$ cat src/core/hetc_pkg.sv
// Constants for the low half of the hybrid echo tap coefficient store.
// Assumes register numbers arrive as 8-bit indices on the control port.
package hetc_pkg;
    localparam int COEFF_W = 8;
    localparam int SAMPLE_W = 16;
    localparam int NUM_TAPS = 8;
    localparam int LOW_TAPS = 4;
    localparam int ADDR_W = 8;
    localparam int COEFF_FRAC = 7;
    localparam logic [ADDR_W-1:0] REG_TAP1_IDX = 8'h2d;
    localparam logic [ADDR_W-1:0] REG_TAP2_IDX = 8'h2e;
    localparam logic [ADDR_W-1:0] REG_TAP3_IDX = 8'h2f;
    localparam logic [ADDR_W-1:0] REG_TAP4_IDX = 8'h30;
    localparam logic [ADDR_W-1:0] REG_TAP5_IDX = 8'h31;
    localparam logic [COEFF_W-1:0] COEFF_RESET = 8'h00;
    localparam logic [COEFF_W-1:0] UNMAPPED_READ = 8'h00;
endpackage

$ cat src/core/hetc_tap.sv
// One filter stage: a transmit sample weighted by its tap coefficient.
// Assumes both inputs are signed two's complement on the same clock.
`timescale 1ns/10ps
`default_nettype none
module hetc_tap #(
    parameter int SAMPLE_W = hetc_pkg::SAMPLE_W,
    parameter int COEFF_W = hetc_pkg::COEFF_W
) (
    // Operands
    input wire logic signed [SAMPLE_W-1:0] sample,
    input wire logic signed [COEFF_W-1:0] coeff,
    // Weighted sample
    output logic signed [SAMPLE_W+COEFF_W-1:0] product
);
    wire coeff_zero = (coeff == '0);
    wire signed [SAMPLE_W+COEFF_W-1:0] full_product = sample * coeff;

    // A cleared coefficient takes the stage out of the response.
    assign product = coeff_zero ? '0 : full_product; // RULE5
endmodule
`default_nettype wire

$ cat src/core/hetc_top.sv
// Coefficient registers for taps one to four and the eight-tap echo filter that uses them.
// Assumes the control port, the sample strobe and taps five to eight share clk.
//
// How it works
// RULE1: Register 0x2d holds a read/write 8-bit coefficient used as tap one.
// RULE2: Register 0x2e holds a read/write 8-bit coefficient used as tap two.
// RULE3: Register 0x2f holds a read/write 8-bit coefficient used as tap three.
// RULE4: Register 0x30 holds a read/write 8-bit coefficient used as tap four.
// RULE5: A zero coefficient makes its filter stage contribute nothing.
// RULE6: The weighted transmit history is removed from receive to cut near-end echo.
// RULE7: Taps five to eight come from registers starting at 0x31, same 8-bit behaviour.
// RULE8: Output is receive minus sum of last eight transmit samples times coefficients.
`timescale 1ns/10ps
`default_nettype none
module hetc_top #(
    parameter int SAMPLE_W = hetc_pkg::SAMPLE_W,
    parameter int COEFF_FRAC = hetc_pkg::COEFF_FRAC
) (
    // Clock and reset
    input wire logic clk,
    input wire logic sys_rst,

    // Control register port
    input wire logic [hetc_pkg::ADDR_W-1:0] reg_addr,
    input wire logic [hetc_pkg::COEFF_W-1:0] reg_wdata,
    input wire logic reg_wr,
    input wire logic reg_rd,
    output logic [hetc_pkg::COEFF_W-1:0] reg_rdata,
    output logic reg_rd_valid,
    output logic reg_hit,

    // Coefficients of the upper taps, held elsewhere
    input wire logic [hetc_pkg::COEFF_W-1:0] echo_tap5_coeff,
    input wire logic [hetc_pkg::COEFF_W-1:0] echo_tap6_coeff,
    input wire logic [hetc_pkg::COEFF_W-1:0] echo_tap7_coeff,
    input wire logic [hetc_pkg::COEFF_W-1:0] echo_tap8_coeff,

    // Sample path
    input wire logic sample_stb,
    input wire logic signed [SAMPLE_W-1:0] tx_sample,
    input wire logic signed [SAMPLE_W-1:0] rx_sample,
    output logic signed [SAMPLE_W-1:0] rx_out,
    output logic rx_out_valid,

    // Coefficients of the lower taps
    output logic [hetc_pkg::COEFF_W-1:0] echo_tap1_coeff,
    output logic [hetc_pkg::COEFF_W-1:0] echo_tap2_coeff,
    output logic [hetc_pkg::COEFF_W-1:0] echo_tap3_coeff,
    output logic [hetc_pkg::COEFF_W-1:0] echo_tap4_coeff
);
    localparam int CW = hetc_pkg::COEFF_W;
    localparam int NT = hetc_pkg::NUM_TAPS;
    localparam int LT = hetc_pkg::LOW_TAPS;
    localparam int PROD_W = SAMPLE_W + CW;
    localparam int ACC_W = PROD_W + $clog2(NT);
    localparam logic signed [ACC_W:0] SAT_MAX = (ACC_W+1)'((2 ** (SAMPLE_W - 1)) - 1);
    localparam logic signed [ACC_W:0] SAT_MIN = -SAT_MAX - (ACC_W+1)'(1);

    // Maps a register number onto a one-hot select of the lower taps.
    function automatic logic [LT-1:0] hetc_decode(input logic [hetc_pkg::ADDR_W-1:0] a);
        logic [LT-1:0] sel;
        sel = '0;
        sel[0] = (a == hetc_pkg::REG_TAP1_IDX);
        sel[1] = (a == hetc_pkg::REG_TAP2_IDX);
        sel[2] = (a == hetc_pkg::REG_TAP3_IDX);
        sel[3] = (a == hetc_pkg::REG_TAP4_IDX);
        return sel;
    endfunction

    // Register file.
    logic [CW-1:0] coeff_r [LT];
    wire [LT-1:0] wr_sel = reg_wr ? hetc_decode(reg_addr) : '0;
    wire [LT-1:0] rd_sel = hetc_decode(reg_addr);
    wire rd_hit = |rd_sel;

    genvar g;
    generate
        for (g = 0; g < LT; g++) begin : g_coeff
            // Each coefficient register is written whole and reads back unchanged.
            always_ff @(posedge clk or posedge sys_rst) begin
                if (sys_rst) begin
                    coeff_r[g] <= hetc_pkg::COEFF_RESET;
                end else if (wr_sel[g]) begin
                    coeff_r[g] <= reg_wdata; // RULE1 RULE2 RULE3 RULE4
                end
            end
        end
    endgenerate

    assign echo_tap1_coeff = coeff_r[0]; // RULE1
    assign echo_tap2_coeff = coeff_r[1]; // RULE2
    assign echo_tap3_coeff = coeff_r[2]; // RULE3
    assign echo_tap4_coeff = coeff_r[3]; // RULE4

    // Read path: one cycle after the request, unmapped numbers return zero.
    logic [CW-1:0] rdata_nxt;
    always_comb begin
        rdata_nxt = hetc_pkg::UNMAPPED_READ;
        for (int i = 0; i < LT; i++) begin
            if (rd_sel[i]) begin
                rdata_nxt = coeff_r[i];
            end
        end
    end

    logic [CW-1:0] reg_rdata_r;
    logic reg_rd_valid_r;
    logic reg_hit_r;
    always_ff @(posedge clk or posedge sys_rst) begin
        if (sys_rst) begin
            reg_rdata_r <= hetc_pkg::UNMAPPED_READ;
            reg_rd_valid_r <= 1'b0;
            reg_hit_r <= 1'b0;
        end else begin
            reg_rd_valid_r <= reg_rd;
            if (reg_rd) begin
                reg_rdata_r <= rdata_nxt;
                reg_hit_r <= rd_hit;
            end
        end
    end
    assign reg_rdata = reg_rdata_r;
    assign reg_rd_valid = reg_rd_valid_r;
    assign reg_hit = reg_hit_r;

    // All eight coefficients, lower taps local and upper taps from outside.
    wire [CW-1:0] tap_coeff [NT];
    generate
        for (g = 0; g < LT; g++) begin : g_low
            assign tap_coeff[g] = coeff_r[g];
        end
    endgenerate
    wire [CW-1:0] upper_coeff [NT-LT];
    assign upper_coeff[0] = echo_tap5_coeff; // RULE7
    assign upper_coeff[1] = echo_tap6_coeff; // RULE7
    assign upper_coeff[2] = echo_tap7_coeff; // RULE7
    assign upper_coeff[3] = echo_tap8_coeff; // RULE7
    generate
        for (g = LT; g < NT; g++) begin : g_high
            assign tap_coeff[g] = upper_coeff[g-LT];
        end
    endgenerate

    // Transmit history line; entry zero is the newest sample.
    logic signed [SAMPLE_W-1:0] hist_r [NT];
    logic signed [SAMPLE_W-1:0] rx_hold_r;
    logic calc_r;

    // Each strobe moves the history one place and puts the new sample in front.
    wire signed [SAMPLE_W-1:0] hist_nxt [NT];
    assign hist_nxt[0] = tx_sample; // RULE8
    generate
        for (g = 1; g < NT; g++) begin : g_shift
            assign hist_nxt[g] = hist_r[g-1];
        end
    endgenerate
    always_ff @(posedge clk or posedge sys_rst) begin
        if (sys_rst) begin
            for (int i = 0; i < NT; i++) begin
                hist_r[i] <= '0;
            end
            rx_hold_r <= '0;
            calc_r <= 1'b0;
        end else begin
            calc_r <= sample_stb;
            if (sample_stb) begin
                for (int i = 0; i < NT; i++) begin
                    hist_r[i] <= hist_nxt[i];
                end
                rx_hold_r <= rx_sample;
            end
        end
    end

    // Filter stages.
    wire signed [PROD_W-1:0] prod [NT];
    generate
        for (g = 0; g < NT; g++) begin : g_tap
            hetc_tap #(
                .SAMPLE_W(SAMPLE_W),
                .COEFF_W(CW)
            ) u_tap (
                .sample(hist_r[g]),
                .coeff(tap_coeff[g]),
                .product(prod[g])
            );
        end
    endgenerate

    // Echo estimate and its removal from the receive sample.
    logic signed [ACC_W-1:0] acc;
    always_comb begin
        acc = '0;
        for (int i = 0; i < NT; i++) begin
            acc = acc + ACC_W'(prod[i]); // RULE8
        end
    end
    wire signed [ACC_W-1:0] echo_est = acc >>> COEFF_FRAC;
    wire signed [ACC_W:0] diff = (ACC_W+1)'(rx_hold_r) - (ACC_W+1)'(echo_est); // RULE6
    // Clipping keeps a large echo estimate from wrapping the receive sample.
    wire sat_hi = (diff > SAT_MAX);
    wire sat_lo = (diff < SAT_MIN);
    wire signed [SAMPLE_W-1:0] rx_nxt = sat_hi ? SAT_MAX[SAMPLE_W-1:0] :
                                        sat_lo ? SAT_MIN[SAMPLE_W-1:0] :
                                        diff[SAMPLE_W-1:0];

    // The result register loads one cycle after each strobe and holds that result until the next such load replaces it.
    logic signed [SAMPLE_W-1:0] rx_out_r;
    logic rx_out_valid_r;
    always_ff @(posedge clk or posedge sys_rst) begin
        if (sys_rst) begin
            rx_out_r <= '0;
            rx_out_valid_r <= 1'b0;
        end else begin
            rx_out_valid_r <= calc_r;
            if (calc_r) begin
                rx_out_r <= rx_nxt; // RULE6
            end
        end
    end
    assign rx_out = rx_out_r;
    assign rx_out_valid = rx_out_valid_r;
endmodule
`default_nettype wire

$ cat config.mk
export PLATFORM = sky130hd
export DESIGN_NAME = hetc_top
export DESIGN_NICKNAME = d
export VERILOG_FILES = /design/src/core/hetc_pkg.sv /design/src/core/hetc_tap.sv /design/src/core/hetc_top.sv
export SDC_FILE = /design/constraint.sdc
export NUM_CORES = 2
export LEC_CHECK = 0
export ABC_AREA = 1
export BUFFER_PORTS_ARGS = -buffer_cell sky130_fd_sc_hd__buf_2
export CORE_MARGIN = 10
export CORE_UTILIZATION = 32
export DETAILED_ROUTE_END_ITERATION = 16
export GPL_ROUTABILITY_DRIVEN = 0
export SYNTH_ARGS = -nofsm -noshare
export SYNTH_HDL_FRONTEND = slang
export SYNTH_SLANG_ARGS = --single-unit
export TNS_END_PERCENT = 1
$ cat constraint.sdc
create_clock -name clk -period 17.5 [get_ports clk]
set_input_delay 0.875 -clock clk [delete_from_list [all_inputs] [get_ports clk]]
set_output_delay 0.875 -clock clk [all_outputs]
set_load 0.01 [all_outputs]
After elaboration in Yosys (flattened, before gate mapping):

Cells that the tools add are included.

* register bits: 204
* bits of input ports: 85
* output and inout port bits: 59
* word-level logic and storage cells: 65

* add/subtract/negate cells: 8
* $mul: 8
* order comparisons: 2
* equality and inequality tests: 4
* muxes and demuxes: 15
* reduce and logical (&&, ||, !) cells: 9

Operators with widths (count)
* $mul A16 B8 Y24: 8
* $mux W24: 8
* $add A27 B24 Y27: 4
* $logic_not A8 Y1: 8
* $eq A8 B6 Y1 const B: 4
* $mux W16: 2
* $mux W8: 4
* $add A26 B24 Y27: 1
* $add A25 B24 Y26: 1
* $add A24 B24 Y25: 1
* $gt A21 B16 Y1 const B: 1
* $lt A21 B16 Y1 const B: 1
* $sub A16 B20 Y21: 1
* $mux W4: 1
* $reduce_or A4 Y1: 1

Depth between registers and ports, before layout:

* word-level depth: 13
* gate-level depth with buffers: 57
* depth with buffers taken out: 54

Cells and area by module:

Synthesis repeated with hierarchy kept, for this count alone.

* cell total of the unflattened synthesis: 8031
* area total of the unflattened synthesis: 56284.0 um^2

By module, submodules not included
* hetc_tap at g_tap[3].u_tap ...: times used 4, cells each 789, area an instance 5231.3 um^2, sequential area each 0.0 um^2
* hetc_top: times used 1, cells each 1622, area an instance 14138.6 um^2, sequential area each 5104.9 um^2
* hetc_tap at g_tap[0].u_tap ...: times used 2, cells each 813, area an instance 5292.6 um^2, sequential area each 0.0 um^2
* hetc_tap at g_tap[2].u_tap: times used 1, cells each 814, area an instance 5325.1 um^2, sequential area each 0.0 um^2
* hetc_tap at g_tap[7].u_tap: times used 1, cells each 813, area an instance 5310.1 um^2, sequential area each 0.0 um^2

Least setup slack after synthesis:

No wires, ideal clock.

* path type: input to register
* start point: input port echo_tap5_coeff[0] in the netlist's numbering
* end point: register rx_out_r[0] (netlist: rx_out[0])
* library setup time: 0.120 ns
* data arrival time: 9.728 ns
* data required time: 17.380 ns
* setup slack: 7.652 ns
* cell stages on the path: 50
* path buffers: 3
* cell sequence: clkbuf_1 -> clkbuf_1 -> nand2_1 -> fa_1 -> fa_1 -> inv_1 -> fa_1 -> inv_1 -> fa_1 -> inv_1 -> ha_1 -> a21oi_1 -> a21oi_1 -> nor2_1 -> inv_1 -> nand2_1 -> nand2_1 -> a21boi_0 -> (+14 left out) -> nor2_1 -> nand4_1 -> o211ai_1 -> xnor2_1 -> ha_1 -> nand2_1 -> inv_2 -> nand2_1 -> nand2_1 -> a21oi_2 -> nand2_2 -> a21oi_2 -> nor2_1 -> a21oi_2 -> nand2_2 -> nand2_4 -> buf_12 -> a21oi_2

* longest elaborated chain between the ends: 10
* elaborated cells between the ends (all ways): 12
* classes of those cells: add/sub (5); mul (1); order compare (2); mux (3); reduce/logical (1)

RTL lines
* start, declared: RTL line hetc_top.sv:33 `input wire logic [hetc_pkg::COEFF_W-1:0] echo_tap5_coeff,`
* $mul A16 B8 Y24 or $logic_not A8 Y1 (tied branches): RTL line hetc_tap.sv:16, hetc_tap.sv:15
* $mux W24 *: RTL line hetc_tap.sv:19 `assign product = coeff_zero ? '0 : full_product;`
* $add A27 B24 Y27 * (4 in series): RTL line hetc_top.sv:195 `acc = acc + ACC_W'(prod[i]);`
* $sub A16 B20 Y21 *: RTL line hetc_top.sv:199 `wire signed [ACC_W:0] diff = (ACC_W+1)'(rx_hold_r) - (ACC_W+1)'(echo_est);`
* $lt A21 B16 Y1: RTL line hetc_top.sv:202 `wire sat_lo = (diff < SAT_MIN);`
* $mux W16: RTL line hetc_top.sv:204 `sat_lo ? SAT_MIN[SAMPLE_W-1:0] :`
* $mux W16 *: RTL line hetc_top.sv:203 `wire signed [SAMPLE_W-1:0] rx_nxt = sat_hi ? SAT_MAX[SAMPLE_W-1:0] :`
* end signal, assigned: RTL line hetc_top.sv:217 `rx_out_r <= rx_nxt;`
* end, declared: RTL line hetc_top.sv:208 `logic signed [SAMPLE_W-1:0] rx_out_r;`

Mark *: on every way between the ends. The rest lies on a longest branch, timed or not.
A chain may end at the register's enable or synchronous reset.

Final worst setup path:

* start point: register hist_r (netlist bit hist_nxt[39])
* end point: register rx_out_r[11] (netlist: rx_out[11])

* longest elaborated chain between the ends: 10
* elaborated cells between the ends (all ways): 11
* classes of those cells: add/sub (5); mul (1); order compare (2); mux (3)

RTL lines
* start, declared: RTL line hetc_top.sv:145 `logic signed [SAMPLE_W-1:0] hist_r [NT];`
* start signal, assigned by index: RTL line hetc_top.sv:168 `hist_r[i] <= hist_nxt[i];`
* $mul A16 B8 Y24 *: RTL line hetc_tap.sv:16 `wire signed [SAMPLE_W+COEFF_W-1:0] full_product = sample * coeff;`
* $mux W24 *: RTL line hetc_tap.sv:19
* $add A27 B24 Y27 * (4 in series): RTL line hetc_top.sv:195
* $sub A16 B20 Y21 *: RTL line hetc_top.sv:199
* $lt A21 B16 Y1: RTL line hetc_top.sv:202
* $mux W16: RTL line hetc_top.sv:204
* $mux W16 *: RTL line hetc_top.sv:203

Marked as above.

==> flow_metrics.py <==
metrics = {
    "synthesis": {
        "synth_top_area_share_pct": 36.94,
        "ys_async_sr_fraction_pct": 100.0,
        "netlist.top_cell.by_area": "fa_1",
        "ys.flop_type": "dfrtp_1",
        "synth_seq_cells": 204,
        "synth_area_um2": 52570,
        "ys.warnings.count": 0,
        "ys_types": 49,
        "avgSynthCellArea_um2": 7.493,
        "synth_nets": 8476,
        "seq_area_frac_synth_pct": 9.711,
        "synthTopCellsByArea": "fa_1, inv_1, nand2_1, dfrtp_1, ha_1",
        "syn_inst": 7015,
        "synth-edff-count": 0,
    },
    "floorplan": {
        "start_util_pct": 32.26,
        "dieArea_um2": 180900,
        "rows": 148,
        "coreArea_um2": 163000,
        "die_w_um": 425.3,
        "dieHeight_um": 425.3,
        "io_pins": 144,
    },
    "layout": {
        "finish.net_count": 8368,
        "drive_gt1_share_pct": 4.532,
        "area_delta_synth_final_pct": 6.534,
    },
    "detailed_routing": {
        "drc": 0,
        "vias": 42830,
        "wirelength_um": 156300,
        "avgViaCountPerCell": 4.701,
        "final_antenna_net_count": 0,
        "wl_per_cell_um": 17.16,
        "dr.pass1.iters": 6,
        "drt-initial-drc-count": 3068,
    },
    "clocking": {
        "post-cts-setup-buffer-count": 0,
        "cts_tree": "yes",
        "clock_latency_ns": 0.64,
        "htree_levels": 1,
        "path_clk_slew_ns": 0.08,
        "cts-resized-gates": 0,
        "ctsHoldBuffers": 0,
        "clock_path_buffers": 3,
        "clock_sinks": 204,
        "cts_buffers": 29,
        "clockRootBuffer": "clkbuf_16",
    },
    "setup_path": {
        "reg2reg_depth": 46,
        "r2r_end": "rx_out[11]$_DFFE_PP0P_",
        "crit_path_end": "rx_out[11]$_DFFE_PP0P_",
        "cp_max_fo": 15,
        "crit_buf_inv": 10,
        "startpoint": "hist_nxt[39]$_DFFE_PP0P_",
        "cpMaxStageDelayCell": "dfrtp_1",
        "worst_ep_required_time_ns": 18.00,
        "path_delay_family": "adder cells",
        "crit_path_frequent_cell": "inv_1",
        "end_kind": "register",
        "path_depth": 46,
        "regToRegSetupSlack_ns": 6.73,
        "reg2reg_from": "hist_nxt[39]$_DFFE_PP0P_",
        "startpoint_type": "register",
        "path_class": "register to register",
        "critical_path_arrival_ns": 11.27,
        "max_stage_delay_ns": 0.72,
    },
    "grt": {
        "antenna_found_initial": 15,
        "grt_max_degree": 114,
        "overflow": 0,
        "track_usage_pct": 17.41,
        "grt_pass1_vias": 45520,
        "grt_pass1_wl_um": 252100,
    },
    "job": {
        "drv_cap": 0,
    },
    "sta": {
        "slew_headroom_pct": 26.03,
        "final.setup_skew_ns": 0.01996,
        "timing.setup.tns_ns": 0,
        "hold_viol_final": 0,
        "tightest_slew_ns": 1.110,
        "rsz0062_at_grt": "false",
        "final_max_slew_viol_count": 0,
        "finalCritPeriodShare_pct": 61.53,
        "max_freq_ghz": 0.09287,
        "finalCriticalPeriod_ns": 10.77,
        "finalSetupViolCount": 0,
    },
    "status": {
        "status": "finished clean",
    },
    "placement": {
        "io_buffers": 143,
        "hpwl_um": 131200,
    },
    "min_path": {
        "hold_path_class": "input pin to asynchronous set/reset pin",
    },
}
placed cells by master, fill, tap and decap left out, types with 29 or more instances in the layout:
cell type,n
o21ai_0,326
nand4_1,29
xor2_1,52
ha_1,406
nand2_1,1539
buf_2,142
inv_1,2125
nand3_1,103
dfrtp_1,204
nor2_1,300
a21oi_1,327
clkbuf_16,29
fa_1,970
xnor2_1,68
worst reg2reg max path, delay by kind of cell, from the launching register on:
kind / cells / cell delay (ns)
flops: 1 / 0.72
buf+inv: 10 / 0.68
simple gates: 15 / 1.84
compound gates: 9 / 2.22
xor+xnor: 1 / 0.18
fa+ha+maj: 11 / 5.00
kinds of logic after synthesis:
family          count (synthesis)  share of synthesized area [%]
fa+ha+maj                    1376                          46.60
compound gates                776                          7.936
simple gates                 2081                          15.81
mux                            20                         0.4284
flops                         204                          9.711
xor+xnor                      120                          1.999
buf+inv                      2438                          17.51
sequential cells by signal, summed over array words and instances, names as in the netlist:
register and flops:
hist_nxt 112, rx_hold_r 16, reg_rd_valid 1, rx_out_valid 1, rx_out 16, calc_r 1
echo_tap1_coeff 8, echo_tap2_coeff 8, reg_rdata 8, hist_r 16, echo_tap3_coeff 8, reg_hit 1
echo_tap4_coeff 8
synth_stat cells, drive strengths merged (23+ instances only):
| master | n |
|---|---|
| dfrtp | 204 |
| clkbuf | 269 |
| buf | 35 |
| or2 | 23 |
| nand2 | 1559 |
| xnor2 | 68 |
| nand4 | 29 |
| nor2 | 305 |
| nand3 | 107 |
| nor3 | 27 |
| a21oi | 341 |
| ha | 406 |
| inv | 2134 |
| xor2 | 52 |
| fa | 970 |
| o21ai | 336 |
area by class of cell:
class / instances / area, um^2
Multi-Input combinational cell: 4373 / 38260
Clock inverter: 20 / 210.2
Timing Repair Buffer: 165 / 889.6
Clock buffer: 33 / 780.7
Inverter: 2134 / 8018
Fill cell: 17265 / 107000
Antenna cell: 7 / 17.52
Sequential cell: 204 / 5105
Tap cell: 2175 / 2721
how the worst min path moves through the flow:
stage	startpoint	to	slack [ns]	cells after the start
2_1_floorplan	calc_r$_DFF_PP0_	rx_out_valid$_DFF_PP0_	0.35	0
3_3_place_gp	reg_rdata[4]$_DFFE_PP0P_	reg_rdata[4]$_DFFE_PP0P_	0.46	2
3_5_place_dp	reg_rdata[5]$_DFFE_PP0P_	reg_rdata[5]$_DFFE_PP0P_	0.47	2
4_1_cts	reg_rd	reg_rd_valid$_DFF_PP0_	0.36	1
5_1_grt	reg_rd	reg_rd_valid$_DFF_PP0_	0.39	1
6_report	sys_rst	rx_hold_r[4]$_DFFE_PP0P_	0.37	2
layer usage:
layer	vias to the layer above	GRT usage (%)	wire length, um
li1	20043	-	-
met1	21220	21.84	64260
met2	1251	30.59	76980
met3	312	1.863	8239
met4	4	6.677	6801
met5	-	0	25
per-stage QoR:
stage	worst slack (ns)	instance area, um^2	hold WS [ns]	cells	util [%]
3_5_place_dp	6.455	54990	0.4677	9051	33.75
3_3_place_gp	6.587	54990	0.4642	9051	33.75
5_1_grt	6.080	55990	0.3931	9108	34.36
4_1_cts	6.842	55980	0.3628	9104	34.36
2_1_floorplan	7.652	52570	0.3487	7015	-
6_report	6.732	56000	0.3681	9111	34.37
Power is not shown: default switching activity piles up to over one toggle a cycle in this logic, so the estimate is an artifact.
